[config.mk]
export PLATFORM = sky130hd
export DESIGN_NAME = avrp_adc_path_regs
export DESIGN_NICKNAME = d
export VERILOG_FILES = /design/src/avrp_pkg.sv /design/src/avrp_vol_ramp.sv /design/src/avrp_adc_path_regs.sv
export SDC_FILE = /design/constraint.sdc
export NUM_CORES = 1
export LEC_CHECK = 0
export ABC_CLOCK_PERIOD_IN_PS = 6500
export BUFFER_PORTS_ARGS = -buffer_cell sky130_fd_sc_hd__buf_2
export CAP_MARGIN = 25
export CORE_UTILIZATION = 61
export DETAILED_ROUTE_END_ITERATION = 7
export PLACE_DENSITY = 0.86
export SETUP_SLACK_MARGIN = 0.02
export SYNTH_ARGS = -nofsm -noshare
export SYNTH_HDL_FRONTEND = slang
export SYNTH_HIERARCHICAL = 1
export SYNTH_SLANG_ARGS = --single-unit
export TNS_END_PERCENT = 10
[constraint.sdc]
create_clock -name core_clk -period 6.5 [get_ports core_clk]
set_clock_uncertainty 0.05 [all_clocks]
set_input_delay 1.625 -clock core_clk [delete_from_list [all_inputs] [get_ports core_clk]]
set_output_delay 1.625 -clock core_clk [all_outputs]
set_load 0.05 [all_outputs]
[src/avrp_pkg.sv]
`default_nettype none

package avrp_pkg;

   // ------------------------------------------------------------------
   // register map and reset values
   // ------------------------------------------------------------------
   localparam logic [7:0] ADDR_PAIR_B_CTRL = 8'h1e;
   localparam logic [7:0] ADDR_CH0_VOL     = 8'h1f;
   localparam logic [7:0] ADDR_CH1_VOL     = 8'h20;
   localparam logic [7:0] ADDR_CH2_VOL     = 8'h21;
   localparam logic [7:0] ADDR_CH3_VOL     = 8'h22;
   localparam logic [7:0] RST_PAIR_B_CTRL  = 8'h00;
   localparam logic [7:0] RST_VOL          = 8'h00;
   localparam logic [7:0] READ_UNMAPPED    = 8'h00;

   // ------------------------------------------------------------------
   // field encodings
   // ------------------------------------------------------------------
   localparam logic [1:0] HP_OFF    = 2'h0;
   localparam logic [1:0] HP_1HZ    = 2'h1;
   localparam logic [1:0] HP_4HZ    = 2'h2;
   localparam logic [1:0] HP_8HZ    = 2'h3;
   localparam logic [1:0] RATE_96K  = 2'h0;
   localparam logic [1:0] RATE_192K = 2'h1;

   // ------------------------------------------------------------------
   // volume scale and ramp timing
   // ------------------------------------------------------------------
   localparam logic [7:0] VOL_ZERO_DB    = 8'h00;
   localparam logic [7:0] VOL_FULL_ATTEN = 8'hff;
   localparam logic [3:0] RAMP_TICK_LAST = 4'hf;    // 16 sample periods per step

   localparam int unsigned CLK_HZ      = 125_000_000;
   localparam int unsigned FS_96K_HZ   = 96_000;
   localparam int unsigned FS_192K_HZ  = 192_000;
   localparam int unsigned DIV_96K     = CLK_HZ / FS_96K_HZ;
   localparam int unsigned DIV_192K    = CLK_HZ / FS_192K_HZ;
   localparam logic [10:0] DIV_96K_LAST  = 11'(DIV_96K - 1);
   localparam logic [10:0] DIV_192K_LAST = 11'(DIV_192K - 1);
   localparam logic [10:0] DIV_ZERO      = 11'h000;

   // ------------------------------------------------------------------
   // types
   // ------------------------------------------------------------------
   typedef struct packed {
      logic       reserved7;
      logic [1:0] highpass_corner_sel_b;
      logic       mic_bit_polarity_b;
      logic       mic_lr_exchange_b;
      logic       decimator_source_sel_b;
      logic       chan3_enable;
      logic       chan2_enable;
   } avrp_ctrl_t;

   typedef struct packed {
      logic [7:0] addr;
      logic       wr_en;
      logic       rd_en;
      logic [7:0] wdata;
   } avrp_reg_req_t;

   typedef enum logic [2:0] {
      RAMP_OFF  = 3'b001,
      RAMP_RUN  = 3'b010,
      RAMP_HOLD = 3'b100
   } avrp_ramp_state_t;

endpackage

`default_nettype wire

[src/avrp_vol_ramp.sv]
`timescale 1ns/1ps
`default_nettype none

module avrp_vol_ramp (
   // clock and reset
   input  wire logic       core_clk,
   input  wire logic       srst,
   // control
   input  wire logic       sync_en,
   input  wire logic       sample_tick,
   input  wire logic [7:0] target,
   // current attenuation code
   output logic      [7:0] level_r
);
   import avrp_pkg::*;

   avrp_ramp_state_t state_r;
   avrp_ramp_state_t state_nxt;
   logic       [7:0] level_nxt;
   logic       [3:0] tick_cnt_r;
   logic       [3:0] tick_cnt_nxt;

   // ------------------------------------------------------------------
   // ramp sequencer
   // ------------------------------------------------------------------
   always_comb begin
      state_nxt    = state_r;
      level_nxt    = level_r;
      tick_cnt_nxt = tick_cnt_r;
      unique case (state_r)
         RAMP_OFF: begin
            level_nxt    = VOL_FULL_ATTEN;
            tick_cnt_nxt = 4'h0;
            if (sync_en) begin
               state_nxt = RAMP_RUN;
            end
         end
         RAMP_RUN, RAMP_HOLD: begin
            if (!sync_en) begin
               state_nxt    = RAMP_OFF;
               level_nxt    = VOL_FULL_ATTEN;
               tick_cnt_nxt = 4'h0;
            end else if (sample_tick) begin
               tick_cnt_nxt = tick_cnt_r + 4'h1;
               if (tick_cnt_r == RAMP_TICK_LAST) begin
                  // one code per step, so the target is met exactly
                  if (level_r > target) begin
                     level_nxt = level_r - 8'h01;
                  end else if (level_r < target) begin
                     level_nxt = level_r + 8'h01;
                  end
               end
               state_nxt = (level_nxt == target) ? RAMP_HOLD : RAMP_RUN;
            end
         end
      endcase
   end

   always_ff @(posedge core_clk) begin
      if (srst) begin
         state_r    <= RAMP_OFF;
         level_r    <= VOL_FULL_ATTEN;
         tick_cnt_r <= 4'h0;
      end else begin
         state_r    <= state_nxt;
         level_r    <= level_nxt;
         tick_cnt_r <= tick_cnt_nxt;
      end
   end
endmodule

`default_nettype wire

[src/avrp_adc_path_regs.sv]
`timescale 1ns/1ps
`default_nettype none

module avrp_adc_path_regs (
   // clock and reset
   input  wire logic                  core_clk,
   input  wire logic                  srst,
   // register port
   input  wire avrp_pkg::avrp_reg_req_t reg_req,
   output logic       [7:0]           reg_rdata_r,
   // companion control bits held elsewhere
   input  wire logic  [3:0]           sync_en,
   input  wire logic  [1:0]           chan_enable_a,
   input  wire logic                  channel2_silence,
   input  wire logic                  channel3_silence,
   input  wire logic  [3:0]           vol_bypass,
   input  wire logic  [1:0]           pair_b_rate_sel,
   input  wire logic                  fs_tick_a,
   // sample inputs
   input  wire logic                  mic_clk,
   input  wire logic                  mic_data,
   input  wire logic  [1:0]           mod_bit,
   // path controls
   output logic       [1:0]           highpass_corner_sel_b,
   output logic                       hp_bypass_r,
   output logic                       decimator_source_sel_b,
   output logic       [3:0]           chan_active_r,
   output logic       [3:0][7:0]      attenuation_r,
   output logic       [1:0]           decim_bit_r,
   output logic                       tick_b_r
);
   import avrp_pkg::*;

   avrp_ctrl_t       ctrl_r;
   avrp_ctrl_t       ctrl_nxt;
   logic [3:0][7:0]  vol_r;
   logic [3:0][7:0]  vol_nxt;
   logic [7:0]       rdata_nxt;
   logic [3:0][7:0]  ramp_level;
   logic [3:0][7:0]  atten_nxt;
   logic [3:0]       ramp_tick;
   logic [3:0]       mute;
   logic [3:0]       active_nxt;
   logic             hp_bypass_nxt;
   logic [10:0]      div_cnt_r;
   logic [10:0]      div_cnt_nxt;
   logic [10:0]      div_last;
   logic             tick_b_nxt;
   logic             mic_clk_d_r;
   logic             mic_rise;
   logic             mic_fall;
   logic [1:0]       mic_sign_r;
   logic [1:0]       mic_sign_nxt;
   logic [1:0]       decim_nxt;

   // ------------------------------------------------------------------
   // register file
   // ------------------------------------------------------------------
   always_comb begin
      ctrl_nxt  = ctrl_r;
      vol_nxt   = vol_r;
      rdata_nxt = reg_rdata_r;
      if (reg_req.wr_en) begin
         unique case (reg_req.addr)
            ADDR_PAIR_B_CTRL: ctrl_nxt   = avrp_ctrl_t'(reg_req.wdata);
            ADDR_CH0_VOL:     vol_nxt[0] = reg_req.wdata;
            ADDR_CH1_VOL:     vol_nxt[1] = reg_req.wdata;
            ADDR_CH2_VOL:     vol_nxt[2] = reg_req.wdata;
            ADDR_CH3_VOL:     vol_nxt[3] = reg_req.wdata;
            default: begin
            end
         endcase
      end
      if (reg_req.rd_en) begin
         unique case (reg_req.addr)
            ADDR_PAIR_B_CTRL: rdata_nxt = ctrl_r;
            ADDR_CH0_VOL:     rdata_nxt = vol_r[0];
            ADDR_CH1_VOL:     rdata_nxt = vol_r[1];
            ADDR_CH2_VOL:     rdata_nxt = vol_r[2];
            ADDR_CH3_VOL:     rdata_nxt = vol_r[3];
            default:          rdata_nxt = READ_UNMAPPED;
         endcase
      end
   end

   always_ff @(posedge core_clk) begin
      if (srst) begin
         ctrl_r      <= avrp_ctrl_t'(RST_PAIR_B_CTRL);
         vol_r       <= {4{RST_VOL}};
         reg_rdata_r <= READ_UNMAPPED;
      end else begin
         ctrl_r      <= ctrl_nxt;
         vol_r       <= vol_nxt;
         reg_rdata_r <= rdata_nxt;
      end
   end

   // the reserved bit is stored for read-back only and steers nothing
   assign highpass_corner_sel_b  = ctrl_r.highpass_corner_sel_b;
   assign decimator_source_sel_b = ctrl_r.decimator_source_sel_b;

   // ------------------------------------------------------------------
   // sample clock for the second pair
   // ------------------------------------------------------------------
   // reserved rate codes stop the tick, so those channels freeze
   always_comb begin
      div_last    = (pair_b_rate_sel == RATE_96K) ? DIV_96K_LAST : DIV_192K_LAST;
      div_cnt_nxt = DIV_ZERO;
      tick_b_nxt  = 1'b0;
      if (pair_b_rate_sel == RATE_96K || pair_b_rate_sel == RATE_192K) begin
         if (div_cnt_r >= div_last) begin
            tick_b_nxt = 1'b1;
         end else begin
            div_cnt_nxt = div_cnt_r + 11'h001;
         end
      end
   end

   always_ff @(posedge core_clk) begin
      if (srst) begin
         div_cnt_r <= DIV_ZERO;
         tick_b_r  <= 1'b0;
      end else begin
         div_cnt_r <= div_cnt_nxt;
         tick_b_r  <= tick_b_nxt;
      end
   end

   // ------------------------------------------------------------------
   // digital microphone capture and decimator feed
   // ------------------------------------------------------------------
   assign mic_rise = mic_clk && !mic_clk_d_r;
   assign mic_fall = !mic_clk && mic_clk_d_r;

   always_comb begin
      mic_sign_nxt = mic_sign_r;
      // sign flag: 1 means the bit reads as negative
      if (mic_rise) begin
         mic_sign_nxt[ctrl_r.mic_lr_exchange_b] =
            mic_data ^ ctrl_r.mic_bit_polarity_b;
      end
      if (mic_fall) begin
         mic_sign_nxt[!ctrl_r.mic_lr_exchange_b] =
            mic_data ^ ctrl_r.mic_bit_polarity_b;
      end
      decim_nxt     = ctrl_r.decimator_source_sel_b ? mic_sign_nxt : mod_bit;
      hp_bypass_nxt = (ctrl_r.highpass_corner_sel_b == HP_OFF);
      active_nxt    = {ctrl_r.chan3_enable, ctrl_r.chan2_enable, chan_enable_a}
                      & sync_en;
   end

   always_ff @(posedge core_clk) begin
      if (srst) begin
         mic_clk_d_r   <= 1'b0;
         mic_sign_r    <= 2'b00;
         decim_bit_r   <= 2'b00;
         hp_bypass_r   <= 1'b1;
         chan_active_r <= 4'h0;
      end else begin
         mic_clk_d_r   <= mic_clk;
         mic_sign_r    <= mic_sign_nxt;
         decim_bit_r   <= decim_nxt;
         hp_bypass_r   <= hp_bypass_nxt;
         chan_active_r <= active_nxt;
      end
   end

   // ------------------------------------------------------------------
   // per-channel volume ramp, and mute on channels 2 and 3 only
   // ------------------------------------------------------------------
   assign mute = {channel3_silence, channel2_silence, 2'b00};

   generate
      for (genvar ch = 0; ch < 4; ch++) begin : g_chan
         assign ramp_tick[ch] = (ch < 2) ? fs_tick_a : tick_b_r;

         avrp_vol_ramp u_ramp (
            .core_clk    (core_clk),
            .srst        (srst),
            .sync_en     (sync_en[ch]),
            .sample_tick (ramp_tick[ch]),
            .target      (vol_r[ch]),
            .level_r     (ramp_level[ch])
         );

         // bypass means unity gain, so mute cannot act there
         always_comb begin
            if (vol_bypass[ch]) begin
               atten_nxt[ch] = VOL_ZERO_DB;
            end else if (mute[ch]) begin
               atten_nxt[ch] = VOL_FULL_ATTEN;
            end else begin
               atten_nxt[ch] = ramp_level[ch];
            end
         end

         always_ff @(posedge core_clk) begin
            if (srst) begin
               attenuation_r[ch] <= VOL_FULL_ATTEN;
            end else begin
               attenuation_r[ch] <= atten_nxt[ch];
            end
         end
      end
   endgenerate
endmodule

`default_nettype wire

# After elaboration in Yosys (flattened, before gate mapping)
# Index checks and enable logic that the tools add are counted.
dict set report word_totals {
  ff_bits 162
  latch_bits 0
  ram_bits 0
  mem_bits_ro 0
  inputBits 39
  out_inout_bits 51
  word_cells 209
  memories 0
}
dict set report classes {
  addsub 13
  mul 0
  div_mod_pow 0
  magnitude_cmp 13
  n_eq_ne 34
  n_shift 0
  mux 86
  bitwise_logic 3
  n_reduce_logical 25
}
# cell count
set op_table {}
lappend op_table {{$mux 8} 38}
lappend op_table {{$pmux 8 s2} 4}
lappend op_table {{$mux 3} 16}
lappend op_table {{$pmux 8 s5} 1}
lappend op_table {{$add 8x1->8 const B} 4}
lappend op_table {{$eq 8x8->1} 4}
lappend op_table {{$gt 8x8->1} 4}
lappend op_table {{$lt 8x8->1} 4}
lappend op_table {{$mux 4} 8}
lappend op_table {{$pmux 4 s2} 4}
lappend op_table {{$sub 8x1->8 const B} 4}
lappend op_table {{$eq 8x6->1 const B} 3}
lappend op_table {{$pmux 3 s2} 4}
lappend op_table {{$reduce_and 2->1} 9}
lappend op_table {{$add 4x1->4 const B} 4}
lappend op_table {{$eq 4x4->1 const B} 4}
lappend op_table {{$eq 8x5->1 const B} 2}
lappend op_table {{$eq 3x1->1 const B} 4}
lappend op_table {{$eq 3x2->1 const B} 4}
lappend op_table {{$eq 3x3->1 const B} 4}
lappend op_table {{$ne 3x3->1 const B} 4}
lappend op_table {{$add 11x1->11 const B} 1}
lappend op_table {{$ge 11x11->1} 1}
lappend op_table {{$mux 11} 1}
lappend op_table {{17 further kinds} 38}

# Depth between registers and ports, before layout
dict set report depth {
  ltp_word 12
  mapped_depth 11
  mapped_depth_nobuf 11
}

# By module
# The synthesis kept the hierarchy.
# mod n_inst cells_per_inst area_each_um2 seq_area_each_um2
set modules_own_cells {}
lappend modules_own_cells {avrp_vol_ramp 4 181 1370.1 300.3}
lappend modules_own_cells {avrp_adc_path_regs 1 399 4071.4 2042.0}

# Worst setup path before layout
# OpenSTA, ideal clock, no wires.
dict set report synth_path {
  kind {input -> register}
  start {input port pair_b_rate_sel[1]}
  end {register div_cnt_r[2]}
  setup_time_ps 134
  t_arrival_ps 3606
  t_required_ps 6316
  path_slack_ps 2710
  path_stages 8
  path_buffers 2
  path_cell_list {clkbuf_1 or2_1 ha_1 or3b_2 a221o_1 a311oi_1 buf_2 nor4_1}
}
dict set report synth_via {
  elab_chain_cells 4
  elab_cells_between_ends 7
  cone_classes {order compare: 1; eq/ne: 1; mux: 1; bitwise: 1; reduce/logical: 3}
}
# item line_no
set synth_rtl {}
lappend synth_rtl {{from (decl)} avrp_adc_path_regs.sv:17} ;# input wire logic [1:0] pair_b_rate_sel,
lappend synth_rtl {{$logic_not 2->1 / $eq 2x1->1 (equally long branches)} {avrp_adc_path_regs.sv:107, avrp_adc_path_regs.sv:110}}
lappend synth_rtl {{$mux 11 / $logic_or 1x1->1 (equally long branches)} {avrp_adc_path_regs.sv:107, avrp_adc_path_regs.sv:110}}
lappend synth_rtl {{$ge 11x11->1 / $not 1->1 (equally long branches)} n/a}
lappend synth_rtl {{$reduce_or 3->1 (no line) *} n/a}
lappend synth_rtl {{to (signal assigned)} avrp_adc_path_regs.sv:124} ;# div_cnt_r <= div_cnt_nxt;
lappend synth_rtl {{to (decl)} avrp_adc_path_regs.sv:45} ;# logic [10:0] div_cnt_r;
# Mark *: on every way between the ends. The rest lies on a longest branch, timed or not.
# A chain may end at the register's enable or synchronous reset.

# Final worst setup path
# Ends and elaborated chain as after synthesis.

==> impl_results.md <==
- Clock share of power: 45.0%
- ANT nets after route: 0
- Cell Chain, Critical Path: buf_2, or2_1, ha_1, or3b_2, a221o_1, a311oi_1, buf_4, nor4_1
- Slew Limit Fails: 0
- Sequential share of power: 47.2%
- Total track usage: 29.1%
- Worst EP arrival: 4230 ps
- Sw frac: 26.0%
- Max Clock Freq: 250 MHz
- Share of layout cells above drive strength 1: 14.4%
- DP HPWL: 16500 um
- Layout area overhead: 11.7%
- CTS buffer count: 17
- Worst path slowest cell: a311oi_1
- Yosys Warn Count: 6
- Required time of the critical path: 6730 ps
- WL final: 22900 um
- CP Capture Type: register
- Gpl congestion: 0.937
- Critical path's largest stage delay: 710 ps
- Max-Cap Viols: 0
- GR Overflow Total: 0
- H-tree Lvls: 4
- Seq/Total Area, Yosys: 34.0%
- Vias per inst: 6.04
- Core area: 15300 sq um
- Clock latency on the worst-skew pair: 440 ps
- Clock buffer depth: 2
- Comb pwr share: 7.9%
- Hold buffers post-CTS: 0
- Nets: 1275
- CTS tree: yes
- Post-CTS Setup Inserts: 0
- P per Cell Area: 205 nW/um^2
- Die span in y: 127 um
- Worst setup margin: 2500 ps
- Register bit total from synthesis: 162
- Static leakage: 4.11 nW
- Slew of the pin with the lowest slew margin: 1030 ps
- Initial Util: 62.6%
- Max VDD drop: 0.219 mV
- Post-synth EDFFs: 0
- I/O Buffers: 89
- Vias: 8532
- Main flop type after synthesis: dfxtp_1
- Rows: 45
- Pre-CTS WS: 2100 ps
- CP top delay family: compound AO/OA/AOI/OAI gates
- Mapped cell area: 9550 sq um
- Final setup vio count: 0
- Crit path max fanout: 18
- DRT iter0 DRCs: 844
- Routed length per instance: 16.2 um
- Kind of critical path: in -> reg
- Vias in the first global route: 7753
- Initial antenna violation count: 2
- Mean area per synthesized cell: 8.51 sq um
- Async S/R FF share, synth: 0%
- Total net switching power: 567 uW
- Outcome: complete, no violations
- Largest net degree at the start of global routing: 51
- Root Driver: clkbuf_16
- DIE AREA: 16200 sq um
- Wire length of the first global-routing pass: 37500 um
- Min-delay worst type: reg -> reg
- Clk pin slew, worst setup/hold paths: 60 ps
- Min Tclk post-route: 4000 ps
- Tcrit/Tclk final: 61.6%
- Fin util: 69.9%
- Final Hold Viols: 0
- Cts repair resizes: 0
- Library cells used by synthesis: 60
- Slew HR: 31.2%
- RSZ-0062 raised after global routing: no
- Die width: 127 um
- # IOs: 90
- Cells after Synth: 1123
- TritonRoute pass-1 iters: 6
- Post-Syn Nets: 1211
- Clk sinks: 162
- Crit start category: input port
- Crit path buffers/inverters: 2
- DRC: 0
- Setup TNS: 0 ps
- Internal power: 1.62 mW
[cell families after synthesis]
family | count (synthesis) | synth area share [%]
adder cells (fa/ha/maj) | 49 | 6.42
flip-flops | 162 | 34.0
buffers and inverters | 95 | 3.88
AND/OR/NAND/NOR | 432 | 23.6
AO/OA/AOI/OAI | 215 | 15.6
XOR/XNOR | 106 | 9.72
multiplexers | 64 | 6.86
[power groups by stage]
| stage | combinational [mW] | clock, mW | sequential [mW] |
|---|---|---|---|
| 6_report | 0.172 | 0.982 | 1.03 |
| 5_1_grt | 0.184 | 1.04 | 1.03 |
| 3_3_place_gp | 0.167 | 0 | 1.05 |
| 3_5_place_dp | 0.171 | 0 | 1.05 |
| 4_1_cts | 0.171 | 0.992 | 1.03 |
| 2_1_floorplan | 0.0702 | 0 | 1.10 |
[layer usage]
layer | global-route usage [%] | routed length [um] | vias up | part of all wire (%)
met4 | 11.8 | 634 | 2 | 2.8
li1 | - | - | 4172 | -
met1 | 36.6 | 10100 | 3937 | 44
met5 | 0 | 13 | - | 0.057
met3 | 7.16 | 1570 | 70 | 6.9
met2 | 48.0 | 10600 | 351 | 46
[cell usage in the layout, fill, tap and decap left out, types with 7 or more instances in the layout]
cell type  instances
a221oi_1          12
clkbuf_16         17
nand3b_1           7
a21oi_2            8
and3_1            19
nor3_1            28
nor3b_1            9
dfxtp_1          162
nor2_1           112
buf_2             89
o21ai_0           58
mux2i_1           52
xnor2_1           49
nor4_1            18
nand3_1           36
nand2b_1           7
o211ai_1           9
mux2_2            12
nand4_1           25
or3_1             11
nand2_1          107
o31ai_1           16
a21o_1            24
ha_1              49
a21oi_1           25
xor2_1            57
inv_1             49
o22ai_1            8
[final timing paths]
check / startpoint / endpoint / slack, ps / cells past startpoint
max: pair_b_rate_sel[1] / div_cnt_r[2]$_SDFF_PP0_ / 2500 / 8
min: reg_rdata_r[1]$_SDFFE_PP0P_ / reg_rdata_r[1]$_SDFFE_PP0P_ / 440 / 2
max reg2reg: vol_r[5]$_SDFFE_PP0P_ / g_chan[0].u_ramp/state_r[2]$_SDFFE_PP0P_ / 3310 / 11
min reg2reg: reg_rdata_r[1]$_SDFFE_PP0P_ / reg_rdata_r[1]$_SDFFE_PP0P_ / 440 / 2
[worst min-delay path: cells and delay by family, from the launching register on]
family,cells,cell delay (ps)
simple gates,2,130
flops,1,320
[cell type report]
class / instances / area [sq um]
Timing Repair Buffer: 91 / 460
Antenna cell: 1 / 2.50
Sequential cell: 162 / 3240
Multi-Input combinational cell: 866 / 5940
Inverter: 49 / 184
Tap cell: 211 / 264
Fill cell: 1178 / 4590
Clock inverter: 13 / 124
Clock buffer: 19 / 453
[cells in the mapped netlist (all sizes together), types with 8 or more instances]
master / n / area, sq um
o21ai: 62 / 310
nor3b: 9 / 67.6
or3: 11 / 68.8
nand3: 36 / 180
a21oi: 33 / 195
nor3: 31 / 183
ha: 49 / 613
o21a: 8 / 65.1
nand4: 25 / 156
o31ai: 16 / 120
xor2: 57 / 499
mux2i: 52 / 521
dfxtp: 162 / 3240
o22ai: 8 / 50.1
clkbuf: 40 / 150
and3: 19 / 119
nand2: 107 / 402
nor2: 116 / 445
inv: 49 / 184
a21o: 24 / 180
nor4: 20 / 155
nor2b: 9 / 86.3
mux2: 12 / 135
a221oi: 12 / 105
or2: 10 / 62.6
o211ai: 13 / 118
xnor2: 49 / 429
o311ai: 9 / 78.8
[metrics by stage]
stage	hold WS [ps]	power, mW	std cells	instance area (sq um)
detailed placement	420	1.22	1379	10100
CTS	432	2.19	1411	10700
floorplan	401	1.17	1123	9550
global route	438	2.26	1412	10700
global placement	415	1.22	1379	10100
finish	436	2.18	1412	10700
[sequential cells by signal (all words and copies together) (netlist names), 4 cells and up]
| register | cells |
|---|---|
| attenuation_r | 32 |
| chan_active_r | 4 |
| ctrl_r | 5 |
| div_cnt_r | 11 |
| g_chan.u_ramp/level_r | 32 |
| g_chan.u_ramp/state_r | 12 |
| g_chan.u_ramp/tick_cnt_r | 16 |
| reg_rdata_r | 8 |
| vol_r | 32 |
No activity file was read; power rests on OpenSTA's default activity.
